<file path="config.mk">
export PLATFORM = sky130hd
export DESIGN_NAME = fsoc_top
export DESIGN_NICKNAME = d
export VERILOG_FILES = /design/src/fsoc_pkg.sv /design/src/fsoc_top.sv /design/src/fsoc_clk_div.sv
export SDC_FILE = /design/constraint.sdc
export NUM_CORES = 1
export LEC_CHECK = 0
export BUFFER_PORTS_ARGS = -buffer_cell sky130_fd_sc_hd__clkbuf_2
export CAP_MARGIN = 20
export CORE_MARGIN = 10
export CORE_UTILIZATION = 44
export CTS_BUF_LIST = sky130_fd_sc_hd__clkbuf_4 sky130_fd_sc_hd__clkbuf_8
export DETAILED_ROUTE_END_ITERATION = 16
export HOLD_SLACK_MARGIN = 0.06
export PLACE_DENSITY = 0.7
export SYNTH_ARGS = -nofsm -noshare
export SYNTH_HDL_FRONTEND = slang
export SYNTH_HIERARCHICAL = 1
export SYNTH_SLANG_ARGS = --single-unit
</file>
<file path="constraint.sdc">
create_clock -name clk_sys_i -period 3.9 [get_ports clk_sys_i]
set_clock_uncertainty 0.1 [all_clocks]
set_input_delay 0.78 -clock clk_sys_i [delete_from_list [all_inputs] [get_ports clk_sys_i]]
set_output_delay 0.78 -clock clk_sys_i [all_outputs]
set_load 0.01 [all_outputs]
</file>
<file path="src/fsoc_pkg.sv">
// constants, field layouts and carrier types for the flash security block
// assumes a 125 MHz bus clock and word-indexed register addressing
package fsoc_pkg;

  // ----------------------------------------------------------------
  // register indices (byte address is four times the index)
  // ----------------------------------------------------------------
  localparam logic [13:0] IDX_CLK_DIV = 14'h1820;
  localparam logic [13:0] IDX_OPTION = 14'h1821;
  localparam logic [13:0] IDX_KEY_CONFIG = 14'h1823;
  localparam logic [13:0] IDX_KEY_STATUS = 14'h1830;

  // ----------------------------------------------------------------
  // field positions and reset values
  // ----------------------------------------------------------------
  localparam int unsigned OPT_BACKDOOR_BIT = 7;
  localparam int unsigned OPT_REDIRECT_BIT = 6;
  localparam int unsigned OPT_SEC_LSB = 0;
  localparam logic [7:0] OPT_READ_MASK = 8'hc3;
  localparam int unsigned CFG_KEYSEL_BIT = 5;
  localparam logic [7:0] CFG_WRITE_MASK = 8'he0;
  localparam logic [7:0] CFG_READ_MASK = 8'h60;
  localparam logic [7:0] CFG_RESET = 8'h00;
  localparam int unsigned DIV_LOADED_BIT = 7;
  localparam int unsigned DIV_PRESCALE_BIT = 6;
  localparam logic [6:0] DIV_RESET = 7'h00;
  localparam logic [1:0] SEC_UNSECURED = 2'b10;

  // ----------------------------------------------------------------
  // key window
  // ----------------------------------------------------------------
  localparam logic [15:0] KEY_BASE = 16'hffb0;
  localparam int unsigned KEY_BYTES = 8;
  localparam int unsigned PRESCALE_RATIO = 8;

  // ----------------------------------------------------------------
  // timing
  // ----------------------------------------------------------------
  localparam int unsigned CLK_PERIOD_PS = 8000;
  localparam int unsigned PULSE_MIN_NS = 5000;
  localparam int unsigned PULSE_MAX_PS = 6700000;
  localparam int unsigned PULSE_MIN_CYC =
    (PULSE_MIN_NS * 1000 + CLK_PERIOD_PS - 1) / CLK_PERIOD_PS;
  localparam int unsigned PULSE_MAX_CYC = PULSE_MAX_PS / CLK_PERIOD_PS;

  // ----------------------------------------------------------------
  // carriers
  // ----------------------------------------------------------------
  typedef struct packed {
    logic valid;
    logic [15:0] addr;
    logic [7:0] data;
    logic from_debug;
  } fsoc_mem_wr_s;

  typedef struct packed {
    logic backdoor_enable;
    logic vector_redirect_disable;
    logic secure;
    logic [1:0] security_code;
  } fsoc_opt_s;

endpackage

</file>
<file path="src/fsoc_top.sv">
// flash security and option control with an AHB-Lite register slave
// assumes stored option byte and key are stable while reset is held
//
// Register access over AHB-Lite is this design's own decision.
`timescale 1ns/10ps
// How it works
// - options register is loaded from the stored option byte at reset
// - options bits 5..2 read zero; writes ignored; always readable
// - backdoor enable zero refuses every key unlock attempt
// - matching eight ascending key bytes unlock security until reset
// - key bytes from background debug commands never unlock
// - options bit 6 one disables vector redirection
// - security code 1 0 alone means unsecured
// - while secure, debug access requests are not granted
// - key unlock or full blank check forces security code to 1 0
// - config bits 4..0 read zero and ignore writes
// - key select clear: key window writes start a command
// - key select set: key window writes are captured as key bytes
// - clearing key select after eight writes ends and checks the key
// - memory clock is bus clock, optionally over eight, over div+1
module fsoc_top
  import fsoc_pkg::*;
#(
  parameter int unsigned DIV_W = 6
)
(
  // clock and reset
  input wire logic clk_sys_i,
  input wire logic rst_n_i,
  // ahb-lite slave
  input wire logic hsel_i,
  input wire logic [31:0] haddr_i,
  input wire logic [1:0] htrans_i,
  input wire logic hwrite_i,
  input wire logic [2:0] hsize_i,
  input wire logic [31:0] hwdata_i,
  input wire logic hready_i,
  output logic hreadyout_o,
  output logic hresp_o,
  output logic [31:0] hrdata_o,
  // nonvolatile contents
  input wire logic [7:0] stored_option_byte_i,
  input wire logic [63:0] stored_compare_key_i,
  input wire logic blank_check_pass_i,
  // memory write path from the core or debug port
  input wire fsoc_pkg::fsoc_mem_wr_s mem_wr_i,
  input wire logic debug_access_req_i,
  // results
  output fsoc_pkg::fsoc_opt_s option_o,
  output logic debug_access_grant_o,
  output logic cmd_start_o,
  output logic [15:0] cmd_addr_o,
  output logic [7:0] cmd_data_o,
  output logic mem_clk_tick_o
);
  initial
  begin
    if (DIV_W != 6)
      $error("divisor field is six bits wide");
  end

  function automatic logic reg_hit(input logic [31:0] a,
                                   input logic [13:0] idx);
    reg_hit = (a[31:16] == 16'h0000) && (a[15:2] == idx);
  endfunction

  function automatic logic in_key_window(input logic [15:0] a);
    in_key_window = (a[15:3] == KEY_BASE[15:3]);
  endfunction

  // ----------------------------------------------------------------
  // bus interface state
  // ----------------------------------------------------------------
  logic wr_pend_q, wr_pend_d;
  logic rd_pend_q, rd_pend_d;
  logic [31:0] addr_q, addr_d;
  logic hreadyout_q, hreadyout_d;
  logic [31:0] hrdata_q, hrdata_d;
  logic hresp_q;
  logic addr_ok;

  // ----------------------------------------------------------------
  // register and key state
  // ----------------------------------------------------------------
  logic [7:0] opt_q, opt_d;
  logic [7:0] cfg_q, cfg_d;
  logic [6:0] div_q, div_d;
  logic div_loaded_q, div_loaded_d;
  logic unlock_q, unlock_d;
  logic [63:0] key_q, key_d;
  logic [3:0] key_cnt_q, key_cnt_d;
  logic key_bad_q, key_bad_d;
  fsoc_opt_s out_q, out_d;
  logic grant_q, grant_d;
  logic cmd_q, cmd_d;
  logic [15:0] cmd_addr_q, cmd_addr_d;
  logic [7:0] cmd_data_q, cmd_data_d;
  logic tick_q;
  logic tick;
  logic bus_wr;
  logic keysel_fall;
  logic key_wr;
  logic [1:0] sec_eff;
  logic [10:0] pulse_cyc;
  logic pulse_ok;
  logic [7:0] status;

  // ----------------------------------------------------------------
  // ahb-lite slave
  // ----------------------------------------------------------------
  assign addr_ok = hsel_i && hready_i && htrans_i[1];

  always_comb
  begin
    wr_pend_d = 1'b0;
    rd_pend_d = rd_pend_q;
    addr_d = addr_q;
    hreadyout_d = hreadyout_q;
    hrdata_d = hrdata_q;
    if (rd_pend_q)
    begin
      hrdata_d = 32'h0;
      if (reg_hit(addr_q, IDX_OPTION))
        hrdata_d[7:0] = {opt_q[7:2], sec_eff} & OPT_READ_MASK;
      else if (reg_hit(addr_q, IDX_KEY_CONFIG))
        hrdata_d[7:0] = cfg_q & CFG_READ_MASK;
      else if (reg_hit(addr_q, IDX_CLK_DIV))
        hrdata_d[7:0] = {div_loaded_q, div_q};
      else if (reg_hit(addr_q, IDX_KEY_STATUS))
        hrdata_d[7:0] = status;
      rd_pend_d = 1'b0;
      hreadyout_d = 1'b1;
    end
    if (addr_ok)
    begin
      addr_d = haddr_i;
      wr_pend_d = hwrite_i;
      if (!hwrite_i)
      begin
        rd_pend_d = 1'b1;
        hreadyout_d = 1'b0;
      end
    end
  end

  assign bus_wr = wr_pend_q;

  // ----------------------------------------------------------------
  // derived values
  // ----------------------------------------------------------------
  assign sec_eff = unlock_q ? SEC_UNSECURED : opt_q[OPT_SEC_LSB +: 2];
  assign pulse_cyc = div_q[DIV_PRESCALE_BIT] ?
    {{2'b00, div_q[5:0]} + 8'h01, 3'b000} :
    {5'h00, div_q[5:0]} + 11'h001;
  assign pulse_ok = div_loaded_q &&
    ({21'h0, pulse_cyc} >= 32'(PULSE_MIN_CYC)) &&
    ({21'h0, pulse_cyc} <= 32'(PULSE_MAX_CYC));
  assign status = {3'b000, key_bad_q, key_cnt_q[3], unlock_q, pulse_ok,
                   sec_eff != SEC_UNSECURED};
  assign keysel_fall = bus_wr && reg_hit(addr_q, IDX_KEY_CONFIG) &&
    cfg_q[CFG_KEYSEL_BIT] && !hwdata_i[CFG_KEYSEL_BIT];
  assign key_wr = mem_wr_i.valid && in_key_window(mem_wr_i.addr) &&
    cfg_q[CFG_KEYSEL_BIT];

  // ----------------------------------------------------------------
  // registers, key capture and security
  // ----------------------------------------------------------------
  always_comb
  begin
    opt_d = opt_q;
    cfg_d = cfg_q;
    div_d = div_q;
    div_loaded_d = div_loaded_q;
    unlock_d = unlock_q;
    key_d = key_q;
    key_cnt_d = key_cnt_q;
    key_bad_d = key_bad_q;
    cmd_d = 1'b0;
    cmd_addr_d = cmd_addr_q;
    cmd_data_d = cmd_data_q;
    if (bus_wr && reg_hit(addr_q, IDX_KEY_CONFIG))
      cfg_d = hwdata_i[7:0] & CFG_WRITE_MASK;
    if (bus_wr && reg_hit(addr_q, IDX_CLK_DIV) && !div_loaded_q)
    begin
      div_d = hwdata_i[6:0];
      div_loaded_d = 1'b1;
    end
    if (key_wr)
    begin
      if (mem_wr_i.from_debug)
        key_bad_d = 1'b1;
      else if (key_cnt_q < 4'(KEY_BYTES) &&
               mem_wr_i.addr[2:0] == key_cnt_q[2:0])
      begin
        key_d[{key_cnt_q[2:0], 3'b000} +: 8] = mem_wr_i.data;
        key_cnt_d = key_cnt_q + 4'h1;
      end
      else
        key_bad_d = 1'b1;
    end
    else if (mem_wr_i.valid && in_key_window(mem_wr_i.addr))
    begin
      cmd_d = 1'b1;
      cmd_addr_d = mem_wr_i.addr;
      cmd_data_d = mem_wr_i.data;
    end
    if (keysel_fall)
    begin
      if (opt_q[OPT_BACKDOOR_BIT] && !key_bad_q &&
          key_cnt_q == 4'(KEY_BYTES) &&
          key_q == stored_compare_key_i)
        unlock_d = 1'b1;
      key_cnt_d = 4'h0;
      key_bad_d = 1'b0;
    end
    if (blank_check_pass_i)
      unlock_d = 1'b1;
  end

  always_comb
  begin
    out_d.backdoor_enable = opt_q[OPT_BACKDOOR_BIT];
    out_d.vector_redirect_disable = opt_q[OPT_REDIRECT_BIT];
    out_d.security_code = sec_eff;
    out_d.secure = (sec_eff != SEC_UNSECURED);
    grant_d = debug_access_req_i && (sec_eff == SEC_UNSECURED);
  end

  fsoc_clk_div #(
    .DIV_W(DIV_W)
  ) u_clk_div (
    .clk_sys_i(clk_sys_i),
    .rst_n_i(rst_n_i),
    .enable_i(div_loaded_q),
    .prescale_i(div_q[DIV_PRESCALE_BIT]),
    .divisor_i(div_q[5:0]),
    .tick_o(tick)
  );

  always_ff @(posedge clk_sys_i)
  begin
    if (!rst_n_i)
    begin
      wr_pend_q <= 1'b0;
      rd_pend_q <= 1'b0;
      addr_q <= 32'h0;
      hreadyout_q <= 1'b1;
      hrdata_q <= 32'h0;
      hresp_q <= 1'b0;
      opt_q <= stored_option_byte_i & OPT_READ_MASK;
      cfg_q <= CFG_RESET;
      div_q <= DIV_RESET;
      div_loaded_q <= 1'b0;
      unlock_q <= 1'b0;
      key_q <= 64'h0;
      key_cnt_q <= 4'h0;
      key_bad_q <= 1'b0;
      out_q <= '0;
      grant_q <= 1'b0;
      cmd_q <= 1'b0;
      cmd_addr_q <= 16'h0;
      cmd_data_q <= 8'h0;
      tick_q <= 1'b0;
    end
    else
    begin
      wr_pend_q <= wr_pend_d;
      rd_pend_q <= rd_pend_d;
      addr_q <= addr_d;
      hreadyout_q <= hreadyout_d;
      hrdata_q <= hrdata_d;
      hresp_q <= 1'b0;
      opt_q <= opt_d;
      cfg_q <= cfg_d;
      div_q <= div_d;
      div_loaded_q <= div_loaded_d;
      unlock_q <= unlock_d;
      key_q <= key_d;
      key_cnt_q <= key_cnt_d;
      key_bad_q <= key_bad_d;
      out_q <= out_d;
      grant_q <= grant_d;
      cmd_q <= cmd_d;
      cmd_addr_q <= cmd_addr_d;
      cmd_data_q <= cmd_data_d;
      tick_q <= tick;
    end
  end

  // ----------------------------------------------------------------
  // outputs
  // ----------------------------------------------------------------
  assign hreadyout_o = hreadyout_q;
  assign hresp_o = hresp_q;
  assign hrdata_o = hrdata_q;
  assign option_o = out_q;
  assign debug_access_grant_o = grant_q;
  assign cmd_start_o = cmd_q;
  assign cmd_addr_o = cmd_addr_q;
  assign cmd_data_o = cmd_data_q;
  assign mem_clk_tick_o = tick_q;
endmodule

</file>
<file path="src/fsoc_clk_div.sv">
// memory clock divider: bus clock, optional divide by eight, then div+1
// assumes divisor settings are stable once loaded
`timescale 1ns/10ps
module fsoc_clk_div
  import fsoc_pkg::*;
#(
  parameter int unsigned DIV_W = 6
)
(
  // clock and reset
  input wire logic clk_sys_i,
  input wire logic rst_n_i,
  // settings
  input wire logic enable_i,
  input wire logic prescale_i,
  input wire logic [DIV_W-1:0] divisor_i,
  // one bus-cycle pulse per memory clock period
  output logic tick_o
);
  initial
  begin
    if (DIV_W < 1 || DIV_W > 16)
      $error("divisor width out of range");
  end

  logic [2:0] pre_q, pre_d;
  logic [DIV_W-1:0] cnt_q, cnt_d;
  logic tick_q, tick_d;
  logic pre_tick;

  // ----------------------------------------------------------------
  // counters
  // ----------------------------------------------------------------
  always_comb
  begin
    pre_d = pre_q;
    cnt_d = cnt_q;
    tick_d = 1'b0;
    pre_tick = 1'b1;
    if (enable_i)
    begin
      if (prescale_i)
      begin
        pre_d = pre_q + 3'h1;
        pre_tick = (pre_q == 3'(PRESCALE_RATIO - 1));
      end
      if (pre_tick)
      begin
        if (cnt_q >= divisor_i)
        begin
          cnt_d = '0;
          tick_d = 1'b1;
        end
        else
          cnt_d = cnt_q + 1'b1;
      end
    end
    else
    begin
      pre_d = 3'h0;
      cnt_d = '0;
    end
  end

  always_ff @(posedge clk_sys_i)
  begin
    if (!rst_n_i)
    begin
      pre_q <= 3'h0;
      cnt_q <= '0;
      tick_q <= 1'b0;
    end
    else
    begin
      pre_q <= pre_d;
      cnt_q <= cnt_d;
      tick_q <= tick_d;
    end
  end

  assign tick_o = tick_q;
endmodule

</file>
======== After elaboration in Yosys (flattened, before gate mapping) ========
Index checks and enable logic that the tools add are counted.
word-level totals
  register bits ........................... 169
  input bits .............................. 174
  output and inout bits ................... 66
  logic and storage cells ................. 108
cells by class
  add/sub/neg operators ................... 6
  magnitude comparators ................... 4
  eq/ne operators ......................... 12
  shift operators ......................... 2
  mux-type cells .......................... 21
  bitwise logic cells ..................... 3
  reductions and logical operators ........ 35
operators by type and width
  kind                                                     count
  bitwise mux 64 bit                                       1
  == test 64 bit                                           1
  variable shift 8 x 8 -> 64 bit (first input constant)    1
  variable part select 8 x 8 -> 64 bit                     1
  == test 14 x 13 -> 1 bit (second input constant)         4
  two-way mux 8 bit                                        3
  logical AND 1 bit                                        20
  logical NOT 16 bit                                       1
  adder 6 x 1 -> 7 bit (second input constant)             2
  == test 13 bit (second input constant)                   1
  two-way mux 1 bit                                        13
  >= comparator 10 bit (second input constant)             1
  less-or-equal comparator 10 bit (second input constant)  1
  two-way mux 10 bit                                       1
  AND reduction 2 bit                                      5
  negator 6 -> 8 bit                                       1
  adder 6 x 1 -> 6 bit (second input constant)             1
  >= comparator 6 bit                                      1
  two-way mux 6 bit                                        1
  AND reduction 3 bit                                      2
  two-way mux 5 bit                                        1
  adder 4 x 1 -> 4 bit (second input constant)             1
  == test 4 bit (second input constant)                    1
  less-than comparator 4 bit (second input constant)       1
  other kinds (10)                                         17

======== Depth between registers and ports, before layout ========
  depth in word-level cells ............... 9
  depth in mapped cells ................... 8
  mapped depth without buffers ............ 8

======== Modules after synthesis ========
The synthesis kept the hierarchy.
by module, submodules not included
  module        instances  cells an instance  area an instance (µm²)  seq. area each (µm²)
  fsoc_top      1          793                7084.3                  3183.1
  fsoc_clk_div  1          59                 614.3                   200.2

======== Worst setup path after synthesis ========
Ideal clock, no wire load.
  path type ............................... register to register
  start point ............................. register key_cnt_q[0]
  end point ............................... register key_q[5]
  data arrival time ....................... 2.452 ns
  required time ........................... 3.666 ns
  setup slack ............................. 1.214 ns
  cell stages (with the launch flop) ...... 9
  path buffers ............................ 0
  path through ............................ dfxtp_1 > inv_1 > ha_1 > ha_1 > or4b_2 > nor3_1 > nand4_2 > mux2i_1 > nor2_1
on the way
  word-level cells in the longest chain between the ends .. 3
ends and longest elaborated chain
  element                                                             line             source
  from (decl)                                                         fsoc_top.sv:91   logic [3:0] key_cnt_q, key_cnt_d;
  from (signal assigned)                                              fsoc_top.sv:279  key_cnt_q <= key_cnt_d;
  negator 6 -> 8 bit, or another cell as far along                    fsoc_top.sv:195  key_d[{key_cnt_q[2:0], 3'b000} +: 8] = mem_wr_i.data;
  variable part select 8 x 8 -> 64 bit, or another cell as far along  fsoc_top.sv:195
  bitwise mux 64 bit / AND reduction 3 bit (equally long branches)    --
  to (signal assigned)                                                fsoc_top.sv:278  key_q <= key_d;
  to (decl)                                                           fsoc_top.sv:90   logic [63:0] key_q, key_d;
Several ways; a longest one is shown, not always the timed one.
A chain may end at the register's enable or synchronous reset.

======== Worst setup path in the final report ========
  start point ............................. register key_cnt_q[0]
  end point ............................... register key_q[1]
The elaborated chain is that of the path after synthesis.

==> metrics <==
status=complete, no violations; Synth Warn #=6; ranking of synthesized cells by area=dfxtp_1 42%, mux2i_1 10%, nand2_1 7.6%; vias in the first global route=6311; via count=6356; clock root buffer=clkbuf_8; Ports=240; Main synth FF type=dfxtp_1; Placed Cells=1224; VDD IR-drop max=0.330 mV; Starting Density=0.447; pin count of the biggest net entering global routing=73; share of flip-flops with an asynchronous set or reset=0; total CTS buffers=17; sequential-to-total area share from yosys stat=0.439; CTS clk-pin slew, worst paths=0.09 ns; Hold Fails Final Rpt=0; initial antenna violation count=0; filler instances=1621; global-route wire length before repair=32.9 mm; share of post-route cells with drive strength above 1=0.242; Tcrit/Tclk final=0.793; count leader, synth=dfxtp_1; final net count=1206; PwrDens=359 mW/mm²; global placement routability congestion=0.844; dpl hpwl=15.6 mm; Area after DPL=0.00867 mm²; Die X=152 µm; Tot GR Track Use=0.171; leakage power=0.00363 µW; antenna viol nets, final=0; synth cell count leaders=163 x dfxtp_1, 156 x nand2_1, 77 x mux2i_1; average size of a mapped cell=9.04 µm²; Total Wirelength=20.5 mm; total iterations of the first detailed-routing run=5; Data arrival, critical path=3.32 ns; Hold Buf Count CTS=0; Worst slew margin=0.300; Final Non-Filler Cells=1257; CTS resizes=0; CP Capture Type=register; RSZ-0062 raised after global routing=false; combinational power share=0.071; Final TNS setup=0 ns; Max Cap Viol=0; crit-path max FO=8; Die Y=152 µm; Synth cell types=67; worst-skew pair later-pin latency=0.47 ns; Setup Fix Bufs, Post-CTS=0; crit path kind=register to register; TritonCTS clock tree=done; maximum clock insertion buffer count=2; routed len/inst=16.3 µm; synthesized cell area=0.00770 mm²; CP startpoint kind=register; row cnt=48; Clk network pwr share=0.396; Core ar.=0.0172 mm²; Avg Vias per Cell=5.06; Sequential Power Share=0.533; Yosys top cell by area=dfxtp_1; drt initial violations=284; Cells after Synth=852; #FFs+latches synth=167; internal cell power=2430 µW; fmax=323 MHz; Antenna Diode Count=0; die area=0.0232 mm²; Sw Share=0.259; clk sinks=167; utilization after layout=0.529; number of enable flip-flop cells after synthesis=4; I/O Buffers=179; endpoints failing setup=0; fin area=0.00911 mm²; residual overflow from global routing=0; DRC Markers=0; Slew Viols, Final=0; Yosys top cell area share=0.424; Worst-Margin Slew=1.05 ns; H-tree depth=4; Net Switching=846 µW; worst endpoint required time=4.13 ns; worst hold path type=register to register; Synth-to-Final Area Change=18.3%; minimum clock period after layout=3.09 ns
## placed cells by master, fill, tap and decap left out, types with 5 or more instances in the layout
| cell type | count |
|---|---|
| xor2_1 | 8 |
| clkbuf_2 | 179 |
| mux2i_1 | 77 |
| nor3_2 | 6 |
| ha_1 | 13 |
| nand2b_1 | 15 |
| clkbuf_8 | 17 |
| nor4_1 | 16 |
| o22ai_1 | 8 |
| and2_1 | 5 |
| o21ai_0 | 5 |
| dfxtp_1 | 163 |
| nand2_1 | 156 |
| nor2b_1 | 7 |
| nor3_1 | 7 |
| inv_6 | 6 |
| xnor2_1 | 50 |
| a21oi_1 | 51 |
| inv_1 | 33 |
| nand3_1 | 15 |
| nand4_1 | 21 |
| and3_1 | 5 |
| conb_1 | 25 |
| nor2_1 | 61 |
## logic make-up (layout without fill, tap and decap cells)
| kind of cell | after synthesis | after routing | share of synthesized area |
|---|---|---|---|
| mux | 81 | 81 | 0.106 |
| fa+ha+maj | 13 | 13 | 0.0211 |
| simple gates | 347 | 347 | 0.233 |
| other cells | 1 | 25 | 0.000487 |
| compound gates | 91 | 91 | 0.0751 |
| buf+inv | 94 | 250 | 0.0587 |
| xor+xnor | 58 | 58 | 0.0660 |
| flops | 167 | 167 | 0.439 |
## registers in the layout, summed over array words and instances, names as in the netlist, 2 cells and up
signal / cells
cfg_q: 2
cmd_data_o: 8
div_q: 7
key_cnt_q: 4
hrdata_o: 8
addr_q: 30
u_clk_div/cnt_q: 6
key_q: 64
option_o: 5
u_clk_div/pre_q: 3
cmd_addr_o: 16
opt_d: 4
## worst max-delay path, cell delays in order, from the launching register on
cell	delay (ns)
dfxtp_1	0.56
inv_1	0.14
ha_1	0.24
ha_1	0.35
or4b_2	0.62
nor3_1	0.20
nand4_2	0.40
mux2i_1	0.28
nor2_1	0.06
## metrics by stage
| stage | setup slack [ns] | hold WS [ns] | power [µW] |
|---|---|---|---|
| after floorplan | 1.21 | 0.312 | 1920 |
| after global placement | 0.873 | 0.320 | 2010 |
| after detailed placement | 0.848 | 0.322 | 2010 |
| after CTS | 0.821 | 0.345 | 3300 |
| after global routing | 0.605 | 0.358 | 3410 |
| final | 0.808 | 0.340 | 3270 |
## layout make-up
type	instances	area, µm²	share of cell area
well taps	225	282	0.0309
repair buffers	184	953	0.105
flip-flops and latches	167	3380	0.371
inverters	34	128	0.0140
multi-input cells	615	3950	0.434
clock buffers	17	234	0.0257
clock inverters	15	178	0.0195
## power by group through the flow
stage	registers [µW]	logic, µW	clock network [µW]
after floorplan	1780	135	0
after global placement	1780	226	0
after detailed placement	1790	228	0
after CTS	1750	228	1320
after global routing	1750	256	1400
final	1750	231	1300
## final timing paths
| path | cells past startpoint | end | from | slack, ns |
|---|---|---|---|---|
| max | 8 | key_q[1]$_SDFFE_PN0P_ | key_cnt_q[0]$_SDFFE_PP0P_ | 0.81 |
| max reg2reg | 8 | key_q[1]$_SDFFE_PN0P_ | key_cnt_q[0]$_SDFFE_PP0P_ | 0.81 |
| min | 1 | mem_clk_tick_o$_SDFF_PN0_ | u_clk_div/tick_o$_SDFF_PN0_ | 0.34 |
| min reg2reg | 1 | mem_clk_tick_o$_SDFF_PN0_ | u_clk_div/tick_o$_SDFF_PN0_ | 0.34 |
## per-layer routing
layer	track usage	up-vias	part of all wire
li1	-	3195	-
met3	0.0694	18	0.087
met4	0.0417	0	0.011
met1	0.214	2951	0.44
met2	0.269	192	0.46
met5	0	-	0
No activity file was read; power rests on OpenSTA's default activity.
